--- config.mk ---
export PLATFORM = sky130hd
export DESIGN_NAME = pci_burst_write_tail
export DESIGN_NICKNAME = d
export VERILOG_FILES = /design/src/logic/pci_tail_pkg.sv /design/src/logic/pci_drive_if.sv /design/src/logic/pci_parity_gen.sv /design/src/logic/pci_burst_write_tail.sv
export VERILOG_INCLUDE_DIRS = /design/src /design/src/logic
export SDC_FILE = /design/constraint.sdc
export NUM_CORES = 1
export LEC_CHECK = 0
export ABC_AREA = 1
export BUFFER_PORTS_ARGS = -buffer_cell sky130_fd_sc_hd__buf_2
export CAP_MARGIN = 20
export CORE_MARGIN = 2
export CORE_UTILIZATION = 35
export CTS_CLUSTER_DIAMETER = 150
export DETAILED_ROUTE_END_ITERATION = 16
export GPL_TIMING_DRIVEN = 0
export SYNTH_ARGS = -nofsm -noshare
export SYNTH_HDL_FRONTEND = slang
export SYNTH_HIERARCHICAL = 1
export SYNTH_SLANG_ARGS = --single-unit
--- constraint.sdc ---
create_clock -name I_CLK -period 3.17 [get_ports I_CLK]
set_clock_uncertainty 0.1 [all_clocks]
set_input_delay 0.4755 -clock I_CLK [delete_from_list [all_inputs] [get_ports I_CLK]]
set_output_delay 0.4755 -clock I_CLK [all_outputs]
set_load 0.01 [all_outputs]
--- src/logic/pci_tail_consts.svh ---
`ifndef PCI_TAIL_CONSTS_SVH
`define PCI_TAIL_CONSTS_SVH

// ********************************************************
// register map (byte addresses)
// ********************************************************
`define REG_CTRL_OFS 8'h00
`define REG_STATUS_OFS 8'h04
`define REG_MASK_OFS 8'h08
`define REG_STATE_OFS 8'h0C

// ********************************************************
// field positions
// ********************************************************
`define CTRL_LEN_LSB 0
`define CTRL_LEN_MSB 7
`define CTRL_START_BIT 8
`define EV_END_BIT 0
`define EV_BEAT_BIT 1
`define STATE_CODE_LSB 0
`define STATE_KIND_LSB 4
`define STATE_REMAIN_LSB 8
`define STATE_BUSY_BIT 16

// ********************************************************
// reset values and codes
// ********************************************************
`define LEN_RST 8'h01
`define MASK_RST 2'h0
`define CODE_IDLE 4'h0
`define CODE_BUSY 4'h1
`define CODE_BUS_TERM 4'h2
`define KIND_NONE 2'h0
`define KIND_NORMAL 2'h1
`endif

--- src/logic/pci_tail_pkg.sv ---
package pci_tail_pkg;

  // bus phase of the write engine
  typedef enum logic [1:0] {
    PH_IDLE,
    PH_DATA,
    PH_TURN
  } phase_e;

  // whole state of the burst engine
  typedef struct packed {
    phase_e phase;
    logic [7:0] len;
    logic [7:0] remain;
    logic [7:0] fetch_left;
    logic pend;
    logic irdy_on;
    logic irdy_oe;
    logic frame_on;
    logic bus_oe;
    logic last;
    logic [31:0] ad;
    logic [3:0] cbe_n;
    logic [3:0] code;
    logic [1:0] kind;
    logic [1:0] status;
    logic [1:0] mask;
    logic [31:0] rdata;
  } engine_s;

  // whole state of the parity generator
  typedef struct packed {
    logic par;
    logic oe;
  } parity_s;

endpackage : pci_tail_pkg

--- src/logic/pci_drive_if.sv ---
`timescale 1ns/1ps
// values the engine places on AD and C/BE#, and the parity that follows them
interface pci_drive_if;
  logic [31:0] ad;
  logic [3:0] cbe_n;
  logic ad_oe;
  logic par;
  logic par_oe;

  modport drv (output ad, output cbe_n, output ad_oe, input par, input par_oe);
  modport gen (input ad, input cbe_n, input ad_oe, output par, output par_oe);
endinterface : pci_drive_if

--- src/logic/pci_parity_gen.sv ---
`timescale 1ns/1ps
`include "pci_tail_consts.svh"

module pci_parity_gen (
  input wire logic i_clk,
  input wire logic i_rst,
  pci_drive_if.gen bus
);

  pci_tail_pkg::parity_s s_q;
  pci_tail_pkg::parity_s s_d;

  // ********************************************************
  // even parity, trailing the covered values by one clock
  // ********************************************************

  // parity enable follows the AD enable, so it drops one cycle late
  always_comb
  begin
    s_d = s_q;
    s_d.par = ^{bus.ad, bus.cbe_n};
    s_d.oe = bus.ad_oe;
  end

  // state register
  always_ff @(posedge i_clk or posedge i_rst)
  begin
    if (i_rst)
    begin
      s_q <= '0;
    end
    else
    begin
      s_q <= s_d;
    end
  end

  assign bus.par = s_q.par;
  assign bus.par_oe = s_q.oe;

endmodule : pci_parity_gen

--- src/logic/pci_burst_write_tail.sv ---
`timescale 1ns/1ps
`include "pci_tail_consts.svh"

module pci_burst_write_tail (
  input wire logic I_CLK,
  input wire logic I_SYS_RST,
  // register port
  input wire logic [7:0] I_REG_ADDR,
  input wire logic [31:0] I_REG_WDATA,
  input wire logic I_REG_WR,
  input wire logic I_REG_RD,
  output logic [31:0] O_REG_RDATA,
  output logic O_IRQ,
  // local master side
  output logic O_LOCAL_MASTER_READY_N,
  input wire logic [31:0] I_LOCAL_DATA_IN,
  input wire logic [3:0] I_LOCAL_BYTE_ENABLES_IN,
  output logic O_LOCAL_TRANSFER_STROBE_N,
  output logic [7:0] O_REMAINING_BEAT_COUNTER,
  output logic [3:0] O_MASTER_STATE_CODE,
  output logic [1:0] O_MASTER_END_KIND,
  // pci side
  output logic O_FRAME_N_O,
  output logic O_FRAME_N_OE,
  output logic O_IRDY_N_O,
  output logic O_IRDY_N_OE,
  output logic [31:0] O_AD_O,
  output logic O_AD_OE,
  output logic [3:0] O_CBE_N_O,
  output logic O_CBE_N_OE,
  output logic O_PAR_O,
  output logic O_PAR_OE,
  input wire logic I_TRDY_N
);

  // ********************************************************
  // declarations
  // ********************************************************

  pci_tail_pkg::engine_s s_q;
  pci_tail_pkg::engine_s s_d;

  logic complete;
  logic ready_req;
  logic start;
  logic wr_ctrl;
  logic wr_status;
  logic wr_mask;
  logic [1:0] events;
  logic [31:0] state_word;
  // phase and burst decode
  logic in_idle;
  logic in_data;
  logic in_turn;
  logic take_word;
  logic last_fetch;
  logic burst_end;
  logic [7:0] ctrl_len;

  pci_drive_if drive ();

  // ********************************************************
  // phase decode
  // ********************************************************

  // plain flags for each engine phase, so the decode below reads
  // without repeating the enum compares
  assign in_idle = (s_q.phase == pci_tail_pkg::PH_IDLE);
  assign in_data = (s_q.phase == pci_tail_pkg::PH_DATA);
  assign in_turn = (s_q.phase == pci_tail_pkg::PH_TURN);

  // the word asked for last cycle stands on the local inputs now
  assign take_word = in_data && s_q.pend;

  // the word in hand is the last one, so frame must drop with it
  assign last_fetch = (s_q.fetch_left == 8'h01);

  // the final phase completes now; the bus turns around next cycle
  assign burst_end = complete && s_q.last;

  // ********************************************************
  // bus event decode
  // ********************************************************

  // a phase counts only when both ready lines are low in the same cycle
  assign complete = s_q.irdy_on && !I_TRDY_N;

  // ask for the next word as soon as the bus slot is free or freeing;
  // the word then lands one cycle later, which costs one wait per beat;
  // a target that never answers stalls the engine here, with no abort
  assign ready_req = in_data
                     && (s_q.fetch_left != 8'h00)
                     && !s_q.pend
                     && (!s_q.irdy_on || complete);

  // ********************************************************
  // register decode
  // ********************************************************

  assign wr_ctrl = I_REG_WR && (I_REG_ADDR == `REG_CTRL_OFS);
  assign wr_status = I_REG_WR && (I_REG_ADDR == `REG_STATUS_OFS);
  assign wr_mask = I_REG_WR && (I_REG_ADDR == `REG_MASK_OFS);

  // length field of a control write
  assign ctrl_len = I_REG_WDATA[`CTRL_LEN_MSB:`CTRL_LEN_LSB];

  // start only from idle with a non-empty burst; otherwise dropped, not
  // queued, so software polls the busy bit before the next start
  assign start = wr_ctrl
                 && I_REG_WDATA[`CTRL_START_BIT]
                 && (ctrl_len != 8'h00)
                 && in_idle;

  // read view of the engine
  always_comb
  begin
    state_word = '0;
    state_word[`STATE_CODE_LSB +: 4] = s_q.code;
    state_word[`STATE_KIND_LSB +: 2] = s_q.kind;
    state_word[`STATE_REMAIN_LSB +: 8] = s_q.remain;
    state_word[`STATE_BUSY_BIT] = in_data || in_turn; // turnaround still counts as busy
  end

  // ********************************************************
  // next-state logic
  // ********************************************************

  // the burst engine, the sticky events and the register reads
  always_comb
  begin
    s_d = s_q;
    events = 2'b00;
    s_d.pend = ready_req;

    unique case (s_q.phase)
      pci_tail_pkg::PH_IDLE:
      begin
        // initiator-ready and parity drive end here, after turnaround
        s_d.irdy_oe = 1'b0;
        s_d.irdy_on = 1'b0;
        // frame drives at once; the first fetch follows one cycle later
        if (start)
        begin
          s_d.phase = pci_tail_pkg::PH_DATA;
          s_d.len = ctrl_len;
          s_d.remain = ctrl_len;
          s_d.fetch_left = ctrl_len;
          s_d.bus_oe = 1'b1;
          s_d.frame_on = 1'b1;
          s_d.irdy_oe = 1'b1;
          s_d.last = 1'b0;
          s_d.code = `CODE_BUSY;
          s_d.kind = `KIND_NONE;
        end
      end

      pci_tail_pkg::PH_DATA:
      begin
        // word arriving now was asked for last cycle
        if (take_word)
        begin
          s_d.ad = I_LOCAL_DATA_IN;
          s_d.cbe_n = I_LOCAL_BYTE_ENABLES_IN;
          s_d.irdy_on = 1'b1;
          s_d.fetch_left = s_q.fetch_left - 8'h01;
          if (last_fetch)
          begin
            // last word: frame drops together with irdy rising
            s_d.frame_on = 1'b0;
            s_d.last = 1'b1;
          end
        end
        else if (complete)
        begin
          // no word in hand yet: next cycle is a wait
          s_d.irdy_on = 1'b0;
        end
        else if (!s_q.irdy_on)
        begin
          // still short of a word: the bus stays in a wait
          s_d.irdy_on = 1'b0;
        end

        // count at completion, not at fetch, so waits never move the counter
        if (complete)
        begin
          events[`EV_BEAT_BIT] = 1'b1;
          s_d.remain = s_q.remain - 8'h01;
          if (burst_end)
          begin
            s_d.phase = pci_tail_pkg::PH_TURN;
            s_d.bus_oe = 1'b0;
            s_d.frame_on = 1'b0;
            s_d.irdy_on = 1'b0;
            s_d.remain = 8'h00;
            s_d.code = `CODE_BUS_TERM;
            s_d.kind = `KIND_NORMAL;
            events[`EV_END_BIT] = 1'b1;
          end
        end
      end

      pci_tail_pkg::PH_TURN:
      begin
        // irdy still driven high for this one cycle; its drive ends at the
        // next edge so the idle cycle finds it released
        s_d.phase = pci_tail_pkg::PH_IDLE;
        s_d.irdy_on = 1'b0;
        s_d.irdy_oe = 1'b0;
      end

      default:
      begin
        s_d.phase = pci_tail_pkg::PH_IDLE;
      end
    endcase

    // sticky events: a new event beats a clear in the same cycle,
    // so a beat landing during a clear is never lost
    if (wr_status)
    begin
      s_d.status = s_q.status & ~I_REG_WDATA[1:0];
    end
    s_d.status = s_d.status | events;

    // mask only gates the interrupt; events still collect while masked
    if (wr_mask)
    begin
      s_d.mask = I_REG_WDATA[1:0];
    end

    // read data stand for exactly the cycle after the strobe
    s_d.rdata = '0;
    if (I_REG_RD)
    begin
      unique case (I_REG_ADDR)
        `REG_CTRL_OFS:
        begin
          // start reads back as zero; it only lives for its write cycle
          s_d.rdata[`CTRL_LEN_MSB:`CTRL_LEN_LSB] = s_q.len;
        end
        `REG_STATUS_OFS:
        begin
          s_d.rdata[1:0] = s_q.status;
        end
        `REG_MASK_OFS:
        begin
          s_d.rdata[1:0] = s_q.mask;
        end
        `REG_STATE_OFS:
        begin
          s_d.rdata = state_word;
        end
        default:
        begin
          // unmapped addresses read as zero
          s_d.rdata = '0;
        end
      endcase
    end
  end

  // ********************************************************
  // state register
  // ********************************************************

  // every control bit starts parked with the bus released
  always_ff @(posedge I_CLK or posedge I_SYS_RST)
  begin
    if (I_SYS_RST)
    begin
      s_q <= '0;
      // bus and handshake parked first, so no line is driven out of reset
      s_q.bus_oe <= 1'b0;
      s_q.irdy_oe <= 1'b0;
      s_q.frame_on <= 1'b0;
      s_q.irdy_on <= 1'b0;
      s_q.pend <= 1'b0;
      s_q.last <= 1'b0;
      s_q.remain <= 8'h00;
      s_q.fetch_left <= 8'h00;
      s_q.status <= 2'b00;
      s_q.rdata <= 32'h0000_0000;
      s_q.phase <= pci_tail_pkg::PH_IDLE;
      s_q.len <= `LEN_RST;
      s_q.cbe_n <= 4'hF;
      s_q.code <= `CODE_IDLE;
      s_q.kind <= `KIND_NONE;
      s_q.mask <= `MASK_RST;
    end
    else
    begin
      s_q <= s_d;
    end
  end

  // ********************************************************
  // parity
  // ********************************************************

  // the generator sees the registered bus values, exactly what the pins show,
  // so parity always covers what the target latched
  assign drive.ad = s_q.ad;
  assign drive.cbe_n = s_q.cbe_n;
  assign drive.ad_oe = s_q.bus_oe;

  // parity runs a clock behind AD, so its drive outlives AD by one cycle
  pci_parity_gen u_parity (
    .i_clk (I_CLK),
    .i_rst (I_SYS_RST),
    .bus (drive.gen)
  );

  // ********************************************************
  // outputs
  // ********************************************************

  // local handshake
  assign O_LOCAL_MASTER_READY_N = !ready_req;
  assign O_LOCAL_TRANSFER_STROBE_N = !s_q.pend;

  // progress and result
  assign O_REMAINING_BEAT_COUNTER = s_q.remain;
  assign O_MASTER_STATE_CODE = s_q.code;
  assign O_MASTER_END_KIND = s_q.kind;

  // pci lines, all from flip-flops; an enable is high while we drive the line,
  // and a released line rests on the bus pull-up
  assign O_FRAME_N_O = !s_q.frame_on;
  assign O_FRAME_N_OE = s_q.bus_oe;
  assign O_IRDY_N_O = !s_q.irdy_on;
  assign O_IRDY_N_OE = s_q.irdy_oe;
  assign O_AD_O = s_q.ad;
  assign O_AD_OE = s_q.bus_oe;
  assign O_CBE_N_O = s_q.cbe_n;
  assign O_CBE_N_OE = s_q.bus_oe;
  assign O_PAR_O = drive.par;
  assign O_PAR_OE = drive.par_oe;

  // register side; irq is a level, so it drops the cycle after software
  // clears the last unmasked event
  assign O_REG_RDATA = s_q.rdata;
  assign O_IRQ = |(s_q.status & s_q.mask);

endmodule : pci_burst_write_tail

# == Word-level counts from Yosys, hierarchy flattened ==
# Index checks and enable logic that the tools add are counted.
# word_totals
output_inout_bits,93
wordCells,108
ff_bits,112
# classes
n_reduce_logical,37
mux,35
bitwise_logic,4
eq_ne,11
n_addsub,2
# op_table
operator,n
2-to-1 mux 37 bit,1
parity 36 bit,1
case mux 16 bit (2 select lines),1
2-to-1 mux 26 bit,1
2-to-1 mux 8 bit,3
case mux 6 bit (2 select lines),2
2-to-1 mux 6 bit,3
2-to-1 mux 17 bit,1
== test 8 x 4 -> 1 bit (second input constant),2
nonzero test 8 bit,2
subtractor 8 x 1 -> 8 bit (second input constant),2
2-to-1 mux 2 bit,7
logical AND 1 bit,12
2-to-1 mux 1 bit,9
2-to-1 mux 9 bit,1
AND reduction 3 bit,3
== test 8 x 1 -> 1 bit (second input constant),1
== test 8 x 3 -> 1 bit (second input constant),1
zero test 8 bit,1
case mux 2 bit (4 select lines),1
AND reduction 4 bit,2
!= test 2 x 1 -> 1 bit (second input constant),3
case mux 3 bit (2 select lines),1
AND reduction 2 bit,3
14 further kinds,25

# == Depth between registers and ports, before layout ==
# depth
word_depth,7
mapped_depth,13
ltp_nobuf,13

# == By module ==
# The synthesis kept the hierarchy.
# by_module_without_submodules
module,n_inst,cells_per_inst,seq_area_each_um2,area_each_um2
pci_burst_write_tail,1,517,2283.4,4847.1
pci_parity_gen,1,180,50.0,803.3

# == Worst setup path before layout ==
# OpenSTA, ideal clock, no wires.
# synth_path
path_kind,reg-to-output
start,register s_q[109] (netlist name)
end,output port O_LOCAL_MASTER_READY_N
path_buffers,1
path_stages_with_launch,7
arrival_time_ns,1.206
setup_slack_ns,1.389
cell_sequence,dfrtp_1 > inv_1 > ha_1 > buf_2 > inv_2 > nor2_1 > nand3_1
# synth_via
elab_chain_len,5
# synth_lines
item,line_no,rtl
from (decl),pci_burst_write_tail.sv:40,pci_tail_pkg::engine_s s_q;
== test 2 x 1 -> 1 bit,pci_burst_write_tail.sv:69,assign in_data = (s_q.phase == pci_tail_pkg::PH_DATA);
net in_data,pci_burst_write_tail.sv:53,logic in_data;
logical AND 1 bit,pci_burst_write_tail.sv:92,&& (s_q.fetch_left != 8'h00)
logical AND 1 bit,pci_burst_write_tail.sv:93,&& !s_q.pend
logical AND 1 bit,pci_burst_write_tail.sv:94,&& (!s_q.irdy_on || complete);
zero test 1 bit,pci_burst_write_tail.sv:319,assign O_LOCAL_MASTER_READY_N = !ready_req;
to (decl),pci_burst_write_tail.sv:15,"output logic O_LOCAL_MASTER_READY_N,"
# The timed path passes the listed nets, and every way through them passes these cells.

# == Worst setup path after layout ==
# Ends and elaborated chain as after synthesis.

==> qor.csv <==
stage,metric,value,unit
sta,hold_ws,0.254,ns
min_path,hold_sp,I_LOCAL_DATA_IN[1],
logic_synthesis,mux contribution to synthesized area,0.0717,
logic_synthesis,Ys Warns,6,
sta,crit path time final,2.45,ns
placed_design,Final HPWL DP,9810,um
route,Detail Route Antenna Nets,0,
die,std cell rows,46,
critical_path,CP endpoint kind,primary output,
critical_path,startpoint types,register,
global_route,met2 usage,0.260,
cts,H-tree Lvls,3,
logic_synthesis,"Avg Cell Area, Syn",8.11,um^2
min_path,Worst Hold Class,input pin to register,
sta,max-slew violations,0,
cts,CTS root buf,clkbuf_16,
route,WL final,12800,um
logic_synthesis,Syn Inst Count,697,
run,Max-Cap Viols,0,
cts,CTS Sinks,93,
sta,Max Freq,0.408,GHz
sta,Fin. Hold Viols,0,
sta,post-route setup TNS,0,ns
critical_path,crit path kind,register to primary output,
placed_design,GPL Wtd Cong,0.863,
global_route,met1 Use GR,0.193,
route,DRC,0,
die,Die Ht,131,um
die,Initial Utilization,0.357,
critical_path,reg-to-reg endpoint,O_REMAINING_BEAT_COUNTER[7]$_DFFE_PP0P_,
critical_path,RR Startpoint,s_q[109]$_DFFE_PP0P_,
logic_synthesis,register bit total from synthesis,93,
logic_synthesis,adder-cell share of the synthesized area,0.0199,
power_and_ir_drop,Peak supply drop,0.261,mV
cts,Worst-path clk slew,0.07,ns
layout,register area,2330,um^2
global_route,initial antenna violation count,0,
global_route,largest net degree at the start of global routing,62,
logic_synthesis,"Async S/R FF share, synth",1.00,
route,Via Count,4599,
critical_path,Critical Path AT,1.88,ns
layout,synthesis-to-finish area growth,24.2,%
layout,layout cells sized above 1,0.358,
layout,FILL cells,1613,
route,via-per-instance ratio,4.26,
route,drt pass-1 iters,4,
logic_synthesis,Synth Area in Simple Gates,0.251,
global_route,vias in the first global route,4214,
cts,CTS Buf Count,9,
sta,final setup vio count,0,
route,initial DRC count,179,
global_route,gr usage total,0.151,
global_route,first-pass GRT wire length,20200,um
sta,max_slew headroom,0.613,
global_route,M3 GR Usage,0.0406,
die,core area,15800,um^2
logic_synthesis,Synth area leader,dfrtp_1,
die,DIE AREA,17200,um^2
logic_synthesis,Synth Cell Area,5650,um^2
layout,multi-input combinational cell area,2410,um^2
sta,unrepaired setup endpoints after global routing,no,
logic_synthesis,Compound-Gate Fraction of Synth Area,0.0434,
power_and_ir_drop,power density cells,464,nW/um^2
cts,Setup Buffers After CTS,0,
critical_path,CP Max Fanout,9,
power_and_ir_drop,static leakage,3.99,nW
layout,final net count,949,
logic_synthesis,post-synthesis xor/xnor area fraction,0.0292,
sta,worst slew pin tran,0.576,ns
logic_synthesis,Synth top area share,0.390,
critical_path,Worst R2R Path Depth,9,
logic_synthesis,sequential fraction of the synthesis area,0.413,
status,status,finished clean,
cts,CTS Buffer Depth,2,
route,mean routed wirelength per cell,11.8,um
logic_synthesis,Post-synth EDFFs,0,
cts,Worst-Skew Late Latency,0.35,ns
logic_synthesis,combinational family with the most area after synthesis,simple AND/OR/NAND/NOR gates,
placed_design,PortBufs,132,
min_path,hold endpoint,O_AD_O[1]$_DFFE_PP0P_,
critical_path,WP data required,2.59,ns
die,die width,131,um
logic_synthesis,"top cells by area, synth","dfrtp_1, nand2_1, buf_4, mux2_2, inv_1",
sta,final period utilization,0.774,
logic_synthesis,ys flop type,dfrtp_1,
critical_path,flop2flop setup slack,1.16,ns
global_route,gr busiest metal,met2,
die,IO Count,174,
min_path,Worst Hold Depth,2,
logic_synthesis,post-synthesis cell type count,39,
cts,CTS tree,done,
layout,antenna cells,0,
global_route,gr ovfl total,0,
## worst max-delay path: stages, from the launching register on
cell	delay (ns)
dfrtp_1	0.40
inv_1	0.13
ha_1	0.15
buf_2	0.22
inv_2	0.13
nor2_1	0.17
nand3_1	0.15
buf_2	0.17
## metal layers
metal	routed length, um	part of all wire	vias to the layer above
met1	5910	0.46	2086
li1	-	-	2400
met4	92	0.0072	0
met2	6120	0.48	106
met3	650	0.051	7
met5	0	0	-
## cells in the mapped netlist, types with 2 or more instances
cell	n
nand2_2	5
ha_1	9
buf_2	4
a21oi_1	16
inv_1	70
mux2_2	36
nand3_1	19
o21ai_1	4
o21ai_0	16
inv_2	7
clkbuf_1	2
nand3_4	2
a41oi_1	2
or2_2	2
nor2_1	35
dfstp_2	5
dfrtp_1	88
nand2_4	2
nand4_1	10
buf_4	85
nor2_4	6
o22ai_1	2
nor3_1	9
xor2_1	10
xnor2_1	7
nand2_1	231
## per-stage QoR
stage | utilization | power (W) | worst slack, ns | instance area, um^2 | std cells
after floorplan | - | 0.00187 | 0.239 | 5710 | 714
after global placement | 0.420 | 0.00206 | -1.06 | 6650 | 1062
after detailed placement | 0.422 | 0.00207 | 1.08 | 6680 | 1063
after CTS | 0.443 | 0.00331 | 0.689 | 7020 | 1080
after global routing | 0.443 | 0.00347 | 0.514 | 7020 | 1080
final | 0.443 | 0.00325 | 0.716 | 7020 | 1080
## cells by family after synthesis
logic type / Yosys count
buffers and inverters: 170
adder cells (fa/ha/maj): 9
AND/OR/NAND/NOR: 326
XOR/XNOR: 18
multiplexers: 36
flip-flops: 93
other: 1
AO/OA/AOI/OAI: 44
## worst max path at each step
stage / startpoint / cells past startpoint / slack [ns] / end
finish: s_q[109]$_DFFE_PP0P_ / 7 / 0.72 / O_LOCAL_MASTER_READY_N
global route: s_q[109]$_DFFE_PP0P_ / 7 / 0.51 / O_LOCAL_MASTER_READY_N
CTS: s_q[109]$_DFFE_PP0P_ / 7 / 0.69 / O_LOCAL_MASTER_READY_N
detailed placement: I_REG_ADDR[1] / 6 / 1.08 / O_REG_RDATA[12]$_DFF_PP0_
global placement: I_SYS_RST / 2 / -1.06 / O_REG_RDATA[6]$_DFF_PP0_
floorplan: I_SYS_RST / 1 / 0.24 / O_AD_OE$_DFFE_PP0P_
## layout by cell type, fill, tap and decap left out, types with 16 or more instances in the layout
cell | synthesis | layout
a21oi_1 | 16 | 16
buf_2 | 4 | 136
buf_4 | 85 | 85
conb_1 | 1 | 18
dfrtp_1 | 88 | 88
inv_1 | 70 | 69
mux2_2 | 36 | 36
nand2_1 | 231 | 231
nand3_1 | 19 | 19
nor2_1 | 35 | 35
o21ai_0 | 16 | 16
## registers in the layout, summed over array words and instances, names as in the netlist
register	cells
u_parity/bus.par	1
s_q	26
O_IRDY_N_OE	1
O_AD_O	32
O_AD_OE	1
O_CBE_N_O	4
u_parity/bus.par_oe	1
O_REMAINING_BEAT_COUNTER	8
O_MASTER_STATE_CODE	1
O_MASTER_END_KIND	1
O_REG_RDATA	17
## what timing repair did
action | in CTS | in global routing
hold buffers | 1 | 0
endpoints found under the hold margin | 2 | 0
setup endpoints to repair | 0 | 0
resized for setup | 0 | 0
## power breakdown
group / switching [W] / internal (W) / total, W
logic: 0.000436 / 0.000283 / 0.000719
registers: 0.0000737 / 0.00126 / 0.00133
clock network: 0.000498 / 0.000704 / 0.00120
total: 0.00101 / 0.00225 / 0.00325
## layout make-up
class                      count  area share
multi-input combinational    451       0.344
sequential                    93       0.333
timing repair buffer         134      0.0995
buffer                        91      0.0949
inverter                      79      0.0433
tap                          216      0.0385
clock buffer                   9      0.0321
clock inverter                 7      0.0150
(Power assumes the default switching activity.)
